<file path="config.mk">
export PLATFORM = sky130hd
export DESIGN_NAME = aacs_sequencer
export DESIGN_NICKNAME = d
export VERILOG_FILES = /design/src/design/aacs_sequencer.v /design/src/design/aacs_tad_gen.v
export VERILOG_INCLUDE_DIRS = /design/src /design/src/design
export SDC_FILE = /design/constraint.sdc
export NUM_CORES = 1
export LEC_CHECK = 0
export BUFFER_PORTS_ARGS = -buffer_cell sky130_fd_sc_hd__buf_2
export CAP_MARGIN = 20
export CORE_MARGIN = 2
export CORE_UTILIZATION = 45
export DETAILED_ROUTE_END_ITERATION = 7
export GPL_TIMING_DRIVEN = 1
export MAX_ROUTING_LAYER = met4
export PLACE_DENSITY = 0.67
export RECOVER_POWER = 50
export SETUP_SLACK_MARGIN = 0.02
export SYNTH_ARGS = -nofsm -noshare
export SYNTH_HDL_FRONTEND = slang
export SYNTH_SLANG_ARGS = --single-unit
export TNS_END_PERCENT = 5
</file>
<file path="constraint.sdc">
create_clock -name clk -period 4 [get_ports clk]
set_clock_uncertainty 0.15 [all_clocks]
set_input_delay 1.2 -clock clk [delete_from_list [all_inputs] [get_ports clk]]
set_output_delay 1.2 -clock clk [all_outputs]
set_load 0.05 [all_outputs]
</file>
<file path="src/design/aacs_regs.vh">
// Register offsets, field positions, reset values and timing counts of the sequencer.
`ifndef AACS_REGS_VH
`define AACS_REGS_VH

// Avalon-MM byte addresses, one aligned word per register.
`define AACS_ADDR_W        5
`define AACS_OFS_CTRL0     5'h00
`define AACS_OFS_CTRL1     5'h04
`define AACS_OFS_CTRL2     5'h08
`define AACS_OFS_RESULT    5'h0c
`define AACS_OFS_STATUS    5'h10
`define AACS_OFS_PORT      5'h14

// Control register zero fields.
`define AACS_C0_ON         0
`define AACS_C0_GO         1
`define AACS_C0_CHS_LO     2
`define AACS_C0_CHS_HI     5

// Control register two fields.
`define AACS_C2_CS_LO      0
`define AACS_C2_CS_HI      2
`define AACS_C2_ACQ_LO     3
`define AACS_C2_ACQ_HI     5

// Status register fields.
`define AACS_ST_DONE       0

// Reset values.
`define AACS_CFG_RST_ANA   4'h0
`define AACS_CFG_RST_DIG   4'h7
`define AACS_C2_RST        6'h00
`define AACS_CHS_RST       4'h0
`define AACS_RES_RST       10'h000

// Widths of the port and the result.
`define AACS_PINS          11
`define AACS_RES_W         10

// Timing counts, in conversion bit periods or oscillator periods.
`define AACS_CONV_TADS     5'h0b
`define AACS_RECOV_TADS    5'h02
`define AACS_TCY_OSC       5'h04

`endif

</file>
<file path="src/design/aacs_sequencer.v">
// Acquisition and conversion sequencer of a 10-bit successive-approximation converter.
// Function
// Software samples a new channel long enough first.
// Holding capacitor disconnects when conversion begins.
// Acquisition select zero: go starts conversion immediately.
// Nonzero select: sample selected periods, then convert.
// Select codes map to 0,2,4,6,8,12,16,20 periods.
// Completion clears go, sets done, resumes sampling.
// No status separates acquisition from conversion.
// A conversion lasts eleven bit periods.
// Clock select maps oscillator dividers or RC.
// Software picks shortest period above two microseconds.
// RC clock above 1 MHz: sleep whole conversion.
// Keep same device clock until conversion ends.
// Below 1 MHz software selects the RC clock.
// RC with zero acquisition delays one instruction cycle.
// Software clears idle-on-sleep before setting go.
// Port reads return zero on analog pins.
// Conversion ignores pin direction bits entirely.
// Clearing go aborts without touching the result.
// Two-period recovery wait, then sampling restarts.
// Software never sets go while switching on.
// Port configuration resets from the analog strap.
// Device reset switches off and aborts conversion.
// Bit period from divider or RC; whole periods. The RC source is not restarted; its first period can be partial.
// Go set during recovery waits for its end.
//
// Implementation choices: the Avalon-MM register port and the address map.
`timescale 1ns/1ns
`default_nettype none
`include "aacs_regs.vh"

module aacs_sequencer (
    // Clock and reset.
    input  wire                     clk,
    input  wire                     sys_rst,
    // Avalon-MM slave.
    input  wire [`AACS_ADDR_W-1:0]  avs_address,
    input  wire                     avs_read,
    input  wire                     avs_write,
    input  wire [31:0]              avs_writedata,
    input  wire [3:0]               avs_byteenable,
    output reg  [31:0]              avs_readdata_r,
    output reg                      avs_waitrequest_r,
    // Straps and pins.
    input  wire                     portbAnalogResetSel,
    input  wire [`AACS_PINS-1:0]    portPins,
    input  wire                     rcClkPin,
    // Analog sample-and-hold and converter.
    input  wire [`AACS_RES_W-1:0]   convResult,
    output reg                      holdConnect_r,
    output reg                      convActive_r,
    output reg                      convBitStrobe_r,
    output reg  [3:0]               channelSelect_r,
    output reg                      converterOn_r
);

    // Sequencer states.
    localparam ST_IDLE  = 3'h0;
    localparam ST_ACQ   = 3'h1;
    localparam ST_DLY   = 3'h2;
    localparam ST_CONV  = 3'h3;
    localparam ST_RECOV = 3'h4;

    reg  [2:0]              state_r;
    reg  [2:0]              state_nxt;
    reg  [4:0]              cnt_r;
    reg  [4:0]              cnt_nxt;
    reg                     restart_r;
    reg                     restart_nxt;
    reg                     doneEvt;
    reg                     goFlag_r;
    reg                     doneFlag_r;
    reg  [`AACS_RES_W-1:0]  result_r;
    reg  [3:0]              portCfg_r;
    reg  [5:0]              ctrl2_r;
    reg  [1:0]              strapStage_r;
    reg                     strapSync1_r;
    reg                     strapSync2_r;
    reg                     cfgLoaded_r;
    reg  [`AACS_PINS-1:0]   pinSync1_r;
    reg  [`AACS_PINS-1:0]   pinSync2_r;
    reg  [31:0]             readMux;
    wire                    tadRaw;
    wire                    tadTick;
    wire                    wrEn;
    wire                    wrCtrl0;
    wire                    goClr;
    wire                    rcSel;
    wire [2:0]              acqSel;
    wire [4:0]              acqTads;

    // Bit periods of sampling for each acquisition select code.
    function [4:0] acqPeriods;
        input [2:0] sel;
        begin
            case (sel)
                3'h0:    acqPeriods = 5'h00;
                3'h1:    acqPeriods = 5'h02;
                3'h2:    acqPeriods = 5'h04;
                3'h3:    acqPeriods = 5'h06;
                3'h4:    acqPeriods = 5'h08;
                3'h5:    acqPeriods = 5'h0c;
                3'h6:    acqPeriods = 5'h10;
                default: acqPeriods = 5'h14;
            endcase
        end
    endfunction

    // Pins that the configuration code leaves analog, lowest channels first.
    function [`AACS_PINS-1:0] analogMask;
        input [3:0] cfg;
        begin
            if (cfg <= 4'h4) begin
                analogMask = 11'h7ff;
            end else begin
                analogMask = 11'h7ff >> (cfg - 4'h4);
            end
        end
    endfunction

    assign acqSel  = ctrl2_r[`AACS_C2_ACQ_HI:`AACS_C2_ACQ_LO];
    assign acqTads = acqPeriods(acqSel);
    assign rcSel   = (ctrl2_r[1:0] == 2'h3);
    // A tick left over from before a divider restart would cut the first period short.
    assign tadTick = tadRaw & ~restart_r;

    // A write takes effect at the edge where waitrequest is seen low.
    assign wrEn    = avs_write & ~avs_waitrequest_r;
    assign wrCtrl0 = wrEn & avs_byteenable[0] & (avs_address == `AACS_OFS_CTRL0);
    assign goClr   = wrCtrl0 & ~avs_writedata[`AACS_C0_GO];

    aacs_tad_gen u_tad_gen (
        .clk       (clk),
        .sys_rst   (sys_rst),
        .clkSel    (ctrl2_r[`AACS_C2_CS_HI:`AACS_C2_CS_LO]),
        .restart   (restart_r),
        .rcClkPin  (rcClkPin),
        .tadTick_r (tadRaw)
    );

    // Next state of the acquisition, conversion and recovery sequence.
    always @* begin
        state_nxt   = state_r;
        cnt_nxt     = cnt_r;
        restart_nxt = 1'b0;
        doneEvt     = 1'b0;
        case (state_r)
            ST_IDLE: begin
                if (goFlag_r) begin
                    restart_nxt = 1'b1;
                    if (acqTads != 5'h00) begin
                        state_nxt = ST_ACQ;
                        cnt_nxt   = acqTads;
                    end else if (rcSel) begin
                        state_nxt = ST_DLY;
                        cnt_nxt   = `AACS_TCY_OSC - 5'h01;
                    end else begin
                        state_nxt = ST_CONV;
                        cnt_nxt   = `AACS_CONV_TADS;
                    end
                end
            end
            ST_ACQ: begin
                if (goClr) begin
                    state_nxt   = ST_RECOV;
                    cnt_nxt     = `AACS_RECOV_TADS;
                    restart_nxt = 1'b1;
                end else if (tadTick) begin
                    if (cnt_r == 5'h01) begin
                        state_nxt = ST_CONV;
                        cnt_nxt   = `AACS_CONV_TADS;
                    end else begin
                        cnt_nxt = cnt_r - 5'h01;
                    end
                end
            end
            ST_DLY: begin
                if (goClr) begin
                    state_nxt   = ST_RECOV;
                    cnt_nxt     = `AACS_RECOV_TADS;
                    restart_nxt = 1'b1;
                end else if (cnt_r == 5'h00) begin
                    state_nxt   = ST_CONV;
                    cnt_nxt     = `AACS_CONV_TADS;
                    restart_nxt = 1'b1;
                end else begin
                    cnt_nxt = cnt_r - 5'h01;
                end
            end
            ST_CONV: begin
                if (goClr) begin
                    state_nxt   = ST_RECOV;
                    cnt_nxt     = `AACS_RECOV_TADS;
                    restart_nxt = 1'b1;
                end else if (tadTick) begin
                    if (cnt_r == 5'h01) begin
                        doneEvt   = 1'b1;
                        state_nxt = ST_RECOV;
                        cnt_nxt   = `AACS_RECOV_TADS;
                    end else begin
                        cnt_nxt = cnt_r - 5'h01;
                    end
                end
            end
            ST_RECOV: begin
                // A go set meanwhile stays pending in the flag until idle.
                if (tadTick) begin
                    if (cnt_r == 5'h01) begin
                        state_nxt = ST_IDLE;
                    end else begin
                        cnt_nxt = cnt_r - 5'h01;
                    end
                end
            end
            default: begin
                state_nxt = ST_IDLE;
                cnt_nxt   = 5'h00;
            end
        endcase
        if (!converterOn_r) begin
            state_nxt = ST_IDLE;
            doneEvt   = 1'b0;
        end
    end

    // Sequencer registers, go flag, done flag and result.
    always @(posedge clk or posedge sys_rst) begin
        if (sys_rst) begin
            state_r         <= ST_IDLE;
            cnt_r           <= 5'h00;
            restart_r       <= 1'b0;
            goFlag_r        <= 1'b0;
            doneFlag_r      <= 1'b0;
            result_r        <= `AACS_RES_RST;
            converterOn_r   <= 1'b0;
            channelSelect_r <= `AACS_CHS_RST;
            holdConnect_r   <= 1'b0;
            convActive_r    <= 1'b0;
            convBitStrobe_r <= 1'b0;
        end else begin
            state_r   <= state_nxt;
            cnt_r     <= cnt_nxt;
            restart_r <= restart_nxt;
            if (wrCtrl0) begin
                converterOn_r   <= avs_writedata[`AACS_C0_ON];
                channelSelect_r <= avs_writedata[`AACS_C0_CHS_HI:`AACS_C0_CHS_LO];
                goFlag_r        <= avs_writedata[`AACS_C0_GO] & avs_writedata[`AACS_C0_ON];
            end else if (doneEvt) begin
                goFlag_r <= 1'b0;
            end else if (!converterOn_r) begin
                goFlag_r <= 1'b0;
            end
            // Completion sets the flag even against a clear in the same cycle.
            if (doneEvt) begin
                doneFlag_r <= 1'b1;
            end else if (wrEn && avs_byteenable[0] && (avs_address == `AACS_OFS_STATUS)
                         && avs_writedata[`AACS_ST_DONE]) begin
                doneFlag_r <= 1'b0;
            end
            // Only a completed conversion or software loads the result.
            if (doneEvt) begin
                result_r <= convResult;
            end else if (wrEn && (avs_address == `AACS_OFS_RESULT)) begin
                if (avs_byteenable[0]) begin
                    result_r[7:0] <= avs_writedata[7:0];
                end
                if (avs_byteenable[1]) begin
                    result_r[9:8] <= avs_writedata[9:8];
                end
            end
            // The channel reaches the converter whatever the pin direction is.
            holdConnect_r   <= converterOn_r & ((state_nxt == ST_IDLE) |
                               (state_nxt == ST_ACQ) | (state_nxt == ST_DLY));
            convActive_r    <= (state_nxt == ST_CONV);
            convBitStrobe_r <= (state_r == ST_CONV) & tadTick & converterOn_r;
        end
    end

    // Strap and port pins pass two flip-flops before use.
    always @(posedge clk or posedge sys_rst) begin
        if (sys_rst) begin
            strapSync1_r <= 1'b0;
            strapSync2_r <= 1'b0;
            strapStage_r <= 2'h0;
            pinSync1_r   <= 11'h000;
            pinSync2_r   <= 11'h000;
        end else begin
            strapSync1_r <= portbAnalogResetSel;
            strapSync2_r <= strapSync1_r;
            strapStage_r <= {strapStage_r[0], 1'b1};
            pinSync1_r   <= portPins;
            pinSync2_r   <= pinSync1_r;
        end
    end

    // Configuration registers; port configuration is caught from the strap after release.
    always @(posedge clk or posedge sys_rst) begin
        if (sys_rst) begin
            portCfg_r   <= `AACS_CFG_RST_ANA;
            cfgLoaded_r <= 1'b0;
            ctrl2_r     <= `AACS_C2_RST;
        end else begin
            if (!cfgLoaded_r && strapStage_r[1]) begin
                cfgLoaded_r <= 1'b1;
                portCfg_r   <= strapSync2_r ? `AACS_CFG_RST_ANA : `AACS_CFG_RST_DIG;
            end else if (wrEn && avs_byteenable[0] && (avs_address == `AACS_OFS_CTRL1)) begin
                portCfg_r <= avs_writedata[3:0];
            end
            if (wrEn && avs_byteenable[0] && (avs_address == `AACS_OFS_CTRL2)) begin
                ctrl2_r <= avs_writedata[5:0];
            end
        end
    end

    // Read multiplexer; the status word shows only done, and go reads back in control register zero.
    always @* begin
        readMux = 32'h0000_0000;
        case (avs_address)
            `AACS_OFS_CTRL0:  readMux = {26'h0, channelSelect_r, goFlag_r, converterOn_r};
            `AACS_OFS_CTRL1:  readMux = {28'h0, portCfg_r};
            `AACS_OFS_CTRL2:  readMux = {26'h0, ctrl2_r};
            `AACS_OFS_RESULT: readMux = {22'h0, result_r};
            `AACS_OFS_STATUS: readMux = {31'h0, doneFlag_r};
            `AACS_OFS_PORT:   readMux = {21'h0, pinSync2_r & ~analogMask(portCfg_r)};
            default:          readMux = 32'h0000_0000;
        endcase
    end

    // Bus handshake: each request sees waitrequest high one cycle, then low one cycle.
    always @(posedge clk or posedge sys_rst) begin
        if (sys_rst) begin
            avs_waitrequest_r <= 1'b1;
            avs_readdata_r    <= 32'h0000_0000;
        end else if ((avs_read || avs_write) && avs_waitrequest_r) begin
            avs_waitrequest_r <= 1'b0;
            avs_readdata_r    <= readMux;
        end else begin
            avs_waitrequest_r <= 1'b1;
        end
    end

endmodule
`default_nettype wire

</file>
<file path="src/design/aacs_tad_gen.v">
// Conversion bit period generator: oscillator divider or synchronised RC source.
`timescale 1ns/1ns
`default_nettype none
`include "aacs_regs.vh"

module aacs_tad_gen (
    // Clock and reset.
    input  wire       clk,
    input  wire       sys_rst,
    // Control from the sequencer.
    input  wire [2:0] clkSel,
    input  wire       restart,
    // Internal RC oscillator, asynchronous to clk.
    input  wire       rcClkPin,
    // One-cycle pulse at the end of each bit period.
    output reg        tadTick_r
);

    reg  [6:0] divCnt_r;
    reg        rcSync1_r;
    reg        rcSync2_r;
    reg        rcPrev_r;
    wire [6:0] divLast;
    wire       rcSel;

    // Oscillator periods per bit period for each clock select code.
    function [6:0] tadDivisor;
        input [2:0] sel;
        begin
            case (sel)
                3'h0:    tadDivisor = 7'h02;
                3'h4:    tadDivisor = 7'h04;
                3'h1:    tadDivisor = 7'h08;
                3'h5:    tadDivisor = 7'h10;
                3'h2:    tadDivisor = 7'h20;
                3'h6:    tadDivisor = 7'h40;
                default: tadDivisor = 7'h02;
            endcase
        end
    endfunction

    // Codes x11 pick the RC source.
    assign rcSel   = (clkSel[1:0] == 2'h3);
    assign divLast = tadDivisor(clkSel) - 7'h01;

    // Two-stage synchroniser for the RC clock, then an edge register.
    always @(posedge clk or posedge sys_rst) begin
        if (sys_rst) begin
            rcSync1_r <= 1'b0;
            rcSync2_r <= 1'b0;
            rcPrev_r  <= 1'b0;
        end else begin
            rcSync1_r <= rcClkPin;
            rcSync2_r <= rcSync1_r;
            rcPrev_r  <= rcSync2_r;
        end
    end

    // The divider restarts at a phase start so that waits span whole periods.
    always @(posedge clk or posedge sys_rst) begin
        if (sys_rst) begin
            divCnt_r  <= 7'h00;
            tadTick_r <= 1'b0;
        end else if (restart) begin
            divCnt_r  <= 7'h00;
            tadTick_r <= 1'b0;
        end else if (rcSel) begin
            divCnt_r  <= 7'h00;
            tadTick_r <= rcSync2_r & ~rcPrev_r;
        end else if (divCnt_r >= divLast) begin
            divCnt_r  <= 7'h00;
            tadTick_r <= 1'b1;
        end else begin
            divCnt_r  <= divCnt_r + 7'h01;
            tadTick_r <= 1'b0;
        end
    end

endmodule
`default_nettype wire

</file>
; Word-level counts from Yosys, hierarchy flattened
; Cells that the tools add are included.
[op_classes]
mux = 63
n_shift = 1
addsub = 4
n_lt_le_gt_ge = 2
n_eq_ne = 31
n_reduce_logical = 25
multipliers = 0
n_div = 0
bitwise_logic = 18
[op_table]
columns = op, n
row1 = 11-bit one-hot mux with 6 select lines, 1
row2 = 5-bit two-way mux, 12
row3 = 3-bit two-way mux, 13
row4 = 5-bit one-hot mux with 7 select lines, 1
row5 = 7-bit one-hot mux with 5 select lines, 1
row6 = 5-bit one-hot mux with 5 select lines, 1
row7 = 11-bit two-way mux, 2
row8 = "3-bit by 2-bit == test with 1-bit output, second input constant", 7
row9 = "3-bit == test, second input constant", 7
row10 = 7-bit two-way mux, 3
row11 = 10-bit two-way mux, 2
row12 = 1-bit two-way mux, 19
row13 = 3-bit one-hot mux with 5 select lines, 1
row14 = "3-bit by 1-bit == test with 1-bit output, second input constant", 4
row15 = 4-bit two-way mux, 3
row16 = 11-bit bitwise AND, 1
row17 = 11-bit NOT, 1
row18 = "11-bit by 4-bit >> shifter with 11-bit output, first input constant", 1
row19 = 1-bit bitwise AND, 10
row20 = "5-bit by 4-bit == test with 1-bit output, second input constant", 2
row21 = "5-bit == test, second input constant", 2
row22 = 5-bit logical NOT, 2
row23 = 2-bit nonzero test, 5
row24 = 3-bit logical NOT, 3
row25 = other kinds (24), 40
[totals]
latch_bits = 0
memories = 0
reg_bits = 110
romBits = 0
input_bits = 68
ram_bits = 0
wordCells = 171
out_inout_bits = 41

; Logic depth before layout (Yosys ltp)
[logic_depth]
word_depth = 12
mapped_depth = 11
depth_no_buf = 11

; By module
; Synthesis repeated with hierarchy kept, for this count alone.
[unflattened]
cells_unflattened = 424
area_unflattened_um2 = 4498.1
[modules_own_cells]
columns = mod, instances, area_each_um2, seq_area_each_um2, cells_each
row1 = aacs_sequencer, 1, 3813.7, 1953.1, 360
row2 = aacs_tad_gen, 1, 684.4, 275.3, 64

; Least setup slack after synthesis
; OpenSTA, ideal clock, no wires.
[synth_path]
kind = input to register
startpoint = input avs_address[2]
endpoint = register cnt_r[4]
slack_ps = 1115
cell_stages = 7
arrival_ps = 2599
setup_ps = 136
n_path_buf = 2
required_ps = 3714
cell_sequence = buf_6 -> or4_4 -> nor3_2 -> buf_6 -> o21ai_0 -> a41oi_1 -> o22ai_1
[synth_between]
elab_chain_cells = 5
elab_cells_between_ends = 10
cone_classes = eq/ne: 2 / mux: 4 / bitwise: 2 / reduce/logical: 2
[synth_lines]
columns = element, line_no
row1 = "start, declared", aacs_sequencer.v:38  ; input wire [`AACS_ADDR_W-1:0] avs_address,
row2 = 5-bit logical NOT (*), n/a
row3 = 1-bit bitwise AND (*), aacs_sequencer.v:130  ; assign wrCtrl0 = wrEn & avs_byteenable[0] & (avs_address == `AACS_OFS_CTRL0);
row4 = 1-bit bitwise AND (*), aacs_sequencer.v:131  ; assign goClr = wrCtrl0 & ~avs_writedata[`AACS_C0_GO];
row5 = 3-bit != test (no line) (tied with other cells), n/a
row6 = 5-bit AND reduction (no line) or 5-bit one-hot mux with 5 select lines (tied branches), n/a
row7 = "end signal, assigned", aacs_sequencer.v:243  ; cnt_r <= cnt_nxt;
row8 = "end, declared", aacs_sequencer.v:67  ; reg [4:0] cnt_r;
; Mark *: on every way between the ends. The rest lies on a longest branch, timed or not.
; A chain may end at the register's enable or synchronous reset.

; Worst setup path after layout
[layout_path]
startpoint = input avs_address[2]
endpoint = register result_r[4]
[layout_between]
elab_chain_cells = 8
elab_cells_between_ends = 12
cone_classes = eq/ne: 1 / mux: 4 / bitwise: 2 / reduce/logical: 5
[layout_lines]
columns = element, line_no
row1 = 5-bit logical NOT, n/a
row2 = 1-bit bitwise AND, aacs_sequencer.v:130
row3 = 1-bit bitwise AND, aacs_sequencer.v:131
row4 = 1-bit two-way mux, aacs_sequencer.v:192  ; if (goClr) begin
row5 = 1-bit two-way mux, aacs_sequencer.v:148  ; case (state_r)
row6 = 1-bit two-way mux, aacs_sequencer.v:221  ; if (!converterOn_r) begin
row7 = 2-bit nonzero test (no line), n/a
row8 = 2-bit AND reduction (no line), n/a
row9 = "end signal, assigned", aacs_sequencer.v:235  ; result_r <= `AACS_RES_RST;
row10 = "end signal, assigned", aacs_sequencer.v:263  ; result_r <= convResult;
row11 = "end signal, assigned", aacs_sequencer.v:266  ; result_r[7:0] <= avs_writedata[7:0];
row12 = "end, declared", aacs_sequencer.v:74  ; reg [`AACS_RES_W-1:0] result_r;
; Parallel ways exist; a longest one is shown, timed or not.

==> impl_metrics.yaml <==
status:
  run_status: "complete, but fails checks"
  failed_checks: "capacitance limit, slew limit"
yosys:
  seq_area_frac_synth_pct: 49.6
  synth_area_um2: 4490
  ys_async_sr_fraction_pct: 100
  synth_top_family_by_area: "compound AO/OA/AOI/OAI gates"
  postSynthCellCount: 424
  synth.ff_latch_count: 89
  post_synth_xor_xnor_area_pct: 1.17
  synth.most_common_cell: "sky130_fd_sc_hd__dfrtp_1"
  synth_area_leaders: "sky130_fd_sc_hd__dfrtp_1 (49%), sky130_fd_sc_hd__ha_1 (4.7%), sky130_fd_sc_hd__buf_4 (3.7%)"
  post_synth_and_or_nand_nor_area_fraction_pct: 14.9
  synth_area_leader_cell: "sky130_fd_sc_hd__dfrtp_1"
  synth_common_cells: "sky130_fd_sc_hd__dfrtp_1 (88), sky130_fd_sc_hd__nor2_1 (41), sky130_fd_sc_hd__nand2_1 (30)"
  synth-main-ff-cell: "sky130_fd_sc_hd__dfrtp_1"
  arithmetic_cell_share_of_the_synthesized_area_counting_full_adders_half_adders_and_majority_gates_pct: 4.73
  synth-edff-count: 0
  synth.avg_cell_area_um2: 10.6
  synth_mux_area_share_pct: 6.10
  synth_compound_gate_area_share_pct: 16.4
  synth.top_cell.area_share_pct: 49.0
  ys.warnings.count: 0
  synth_cell_type_count: 66
floorplan:
  design.core.area_um2: 9730
  placement_rows: 36
  top_level_ports: 109
  starting_density_of_the_core_pct: 46.2
  die_height_um: 104
  die_x_um: 104
  die_area_um2: 10800
timing:
  fin_crit_ns: 2.95
  tightest_slew_ns: 2.08
  grt_setup_unrepaired: "false"
  setup_viol_count_final: 0
  finalMaxSlewViolations: 48
  totalNegativeSetupSlack_ns: 0
  slew_headroom_pct: -39.7
  clock.fmax_mhz: 339
  timing.final.crit_share_pct: 73.7
  final_hold_violating_endpoints: 0
worst_setup_path:
  critical-path-slowest-cell: "sky130_fd_sc_hd__and3_1"
  setup.worst_path.end: "result_r[4]"
  worstSetupEndpointType: "flop"
  critPathKind: "in2reg"
  timing.reg2reg.setup_slack_ns: 1.43
  rr_endpoint: "u_tad_gen.divCnt_r[3]"
  crit-reg2reg-launch: "ctrl2_r[0]"
  cp_data_required_time_ns: 4.09
  cp_max_fo: 12
  worst_setup_path_startpoint: "avs_address[2]"
  rr_worst_depth: 9
  path_cells: "buf_2 > nor2b_1 > and3_1 > nand2_1 > mux2i_1 > a21oi_1"
  crit_arrival_ns: 3.03
  maximum_single_stage_delay_on_the_critical_path_ns: 0.52
  crit_path_start_kind: "input port"
drt:
  avgViaCountPerCell: 5.39
  detail_route.drc_violations: 0
  dr.pass1.iters: 5
  vias: 3352
  ant_nets: 0
  finalWirelength_um: 9830
  wire_per_inst_um: 15.8
  drtIter0Drc: 396
clock_tree:
  clock-sinks: 89
  clkTransAtPathRegs_ns: 0.10
  cts_max_path_buffers: 2
  tritoncts: "done"
  post_cts_hold_buffer_count: 0
  clock_buffers_created_by_tritoncts: 9
  htreeDepth: 3
  clockRootBuffer: "sky130_fd_sc_hd__clkbuf_8"
  clk-insertion-delay-late_ns: 0.37
  post_cts.resized_instances: 0
  cts.repair_timing.setup_buffer_count: 0
pwr:
  share_clk_of_total_power_pct: 29.6
  p_per_area_nw_per_um2: 402
  switchingPower_w: 0.000674
  leakage_power_total_nw: 2.44
  p_comb_share_pct: 19.5
  intPower_w: 0.00135
  seqPwrFrac_pct: 50.8
  switching_share_pct: 33.2
  post-layout-total-power_w: 0.00203
  worst_ir_drop_vdd_uv: 214
worst_hold_path:
  hold_class: "reg2reg"
  worst_hold_path.num_cells: 0
layout:
  sequential_cell_area_um2: 2230
  fillers: 914
  multi_input_area_um2: 2030
  drive_above_1_share_pct: 22.1
  num_antenna_cells: 0
  instances_no_fill: 622
  design.final.nets: 569
  syn2layout_area_growth_pct: 12.1
global_routing:
  first_pass_grt_wire_length_um: 16100
  grt_start_max_net_pins: 49
  grt_pass1_vias: 3193
  grt_util_all_layers_pct: 19.2
  number_of_antenna_violations_at_the_first_check_in_global_routing: 0
  global_route.overflow_total: 0
placed_design:
  placement.io_buffers: 63
  placed_cells_incl_taps: 606
  globalplace.congestion: 0.834
  dp_hpwl_um: 7330
run:
  cap_violations: 1
layer usage:
metal	GRT usage (%)	part of all wire [%]	vias to the layer above
met2	28.3	45	111
met5	-	0	-
li1	-	-	1600
met3	3.63	5.8	14
met1	27.0	48	1627
met4	6.08	1.6	0
through the flow:
step                hold WS [ns]  util (%)  instance area (um2)  worst slack, ns
floorplan                  0.181         -                 4570            0.345
global placement           0.183      49.8                 4850            0.777
detailed placement         0.185      49.8                 4850            0.703
CTS                        0.207      51.8                 5040             1.10
global route               0.217      51.8                 5040            0.875
finish                     0.200      51.8                 5040             1.05
logic make-up (layout without fill, tap and decap cells):
| family | after synthesis | after routing |
|---|---|---|
| mux | 26 | 26 |
| buf+inv | 56 | 101 |
| fa+ha+maj | 17 | 17 |
| flops | 89 | 89 |
| xor+xnor | 6 | 6 |
| compound gates | 100 | 100 |
| simple gates | 128 | 128 |
| other cells | 2 | 22 |
registers in the layout, summed over array words and instances (netlist names), 5 cells and up:
name / cells
avs_readdata_r: 11
u_tad_gen.divCnt_r: 7
result_r: 10
ctrl2_r: 6
pinSync2_r: 11
pinSync1_r: 11
cnt_r: 5
worst max-delay path, delay by kind of cell:
kind                   cells  cell delay [ns]
AO/OA/AOI/OAI              1             0.09
buffers and inverters      1             0.18
multiplexers               1             0.28
AND/OR/NAND/NOR            3             1.27
worst min path at each step:
stage / startpoint / to / slack [ns]
4_1_cts: strapStage_r[0] / strapStage_r[1] / 0.21
5_1_grt: strapSync1_r / strapSync2_r / 0.22
3_5_place_dp: strapStage_r[0] / strapStage_r[1] / 0.18
6_report: pinSync1_r[10] / pinSync2_r[10] / 0.20
3_3_place_gp: pinSync1_r[10] / pinSync2_r[10] / 0.18
2_1_floorplan: pinSync1_r[0] / pinSync2_r[0] / 0.18
placed cells by master, fill, tap and decap left out, drive strengths merged, types with 3 or more instances in the layout:
| cell | synthesis | layout |
|---|---|---|
| a21o | 8 | 8 |
| a21oi | 27 | 27 |
| a222oi | 3 | 3 |
| a22o | 6 | 6 |
| a22oi | 3 | 3 |
| a31oi | 4 | 4 |
| a32oi | 3 | 3 |
| and3 | 7 | 7 |
| buf | 27 | 65 |
| clkbuf | 10 | 10 |
| conb | 2 | 22 |
| dfrtp | 88 | 88 |
| ha | 17 | 17 |
| inv | 19 | 22 |
| mux2 | 11 | 11 |
| mux2i | 15 | 15 |
| nand2 | 30 | 30 |
| nand2b | 7 | 7 |
| nand3 | 7 | 7 |
| nand4 | 3 | 3 |
| nor2 | 41 | 41 |
| nor2b | 3 | 3 |
| nor3 | 10 | 10 |
| nor4b | 3 | 3 |
| o2111ai | 3 | 3 |
| o21ai | 18 | 18 |
| o22ai | 3 | 3 |
| or3 | 4 | 4 |
| xnor2 | 3 | 3 |
| xor2 | 3 | 3 |
power groups by stage:
stage / Clock (W) / Combinational [W] / Sequential (W)
CTS: 0.000620 / 0.000398 / 0.00103
detailed placement: 0 / 0.000396 / 0.00105
global placement: 0 / 0.000385 / 0.00104
floorplan: 0 / 0.000294 / 0.00106
finish: 0.000600 / 0.000396 / 0.00103
global route: 0.000655 / 0.000445 / 0.00104
layout make-up:
type	instances	share of cell area, %
Sequential cell	89	44.2
Multi-Input combinational cell	299	40.3
Timing Repair Buffer	66	6.88
Tap cell	133	3.30
Clock buffer	9	2.46
Inverter	19	1.44
Clock inverter	7	1.39
Power figures use the tool's default switching activity.
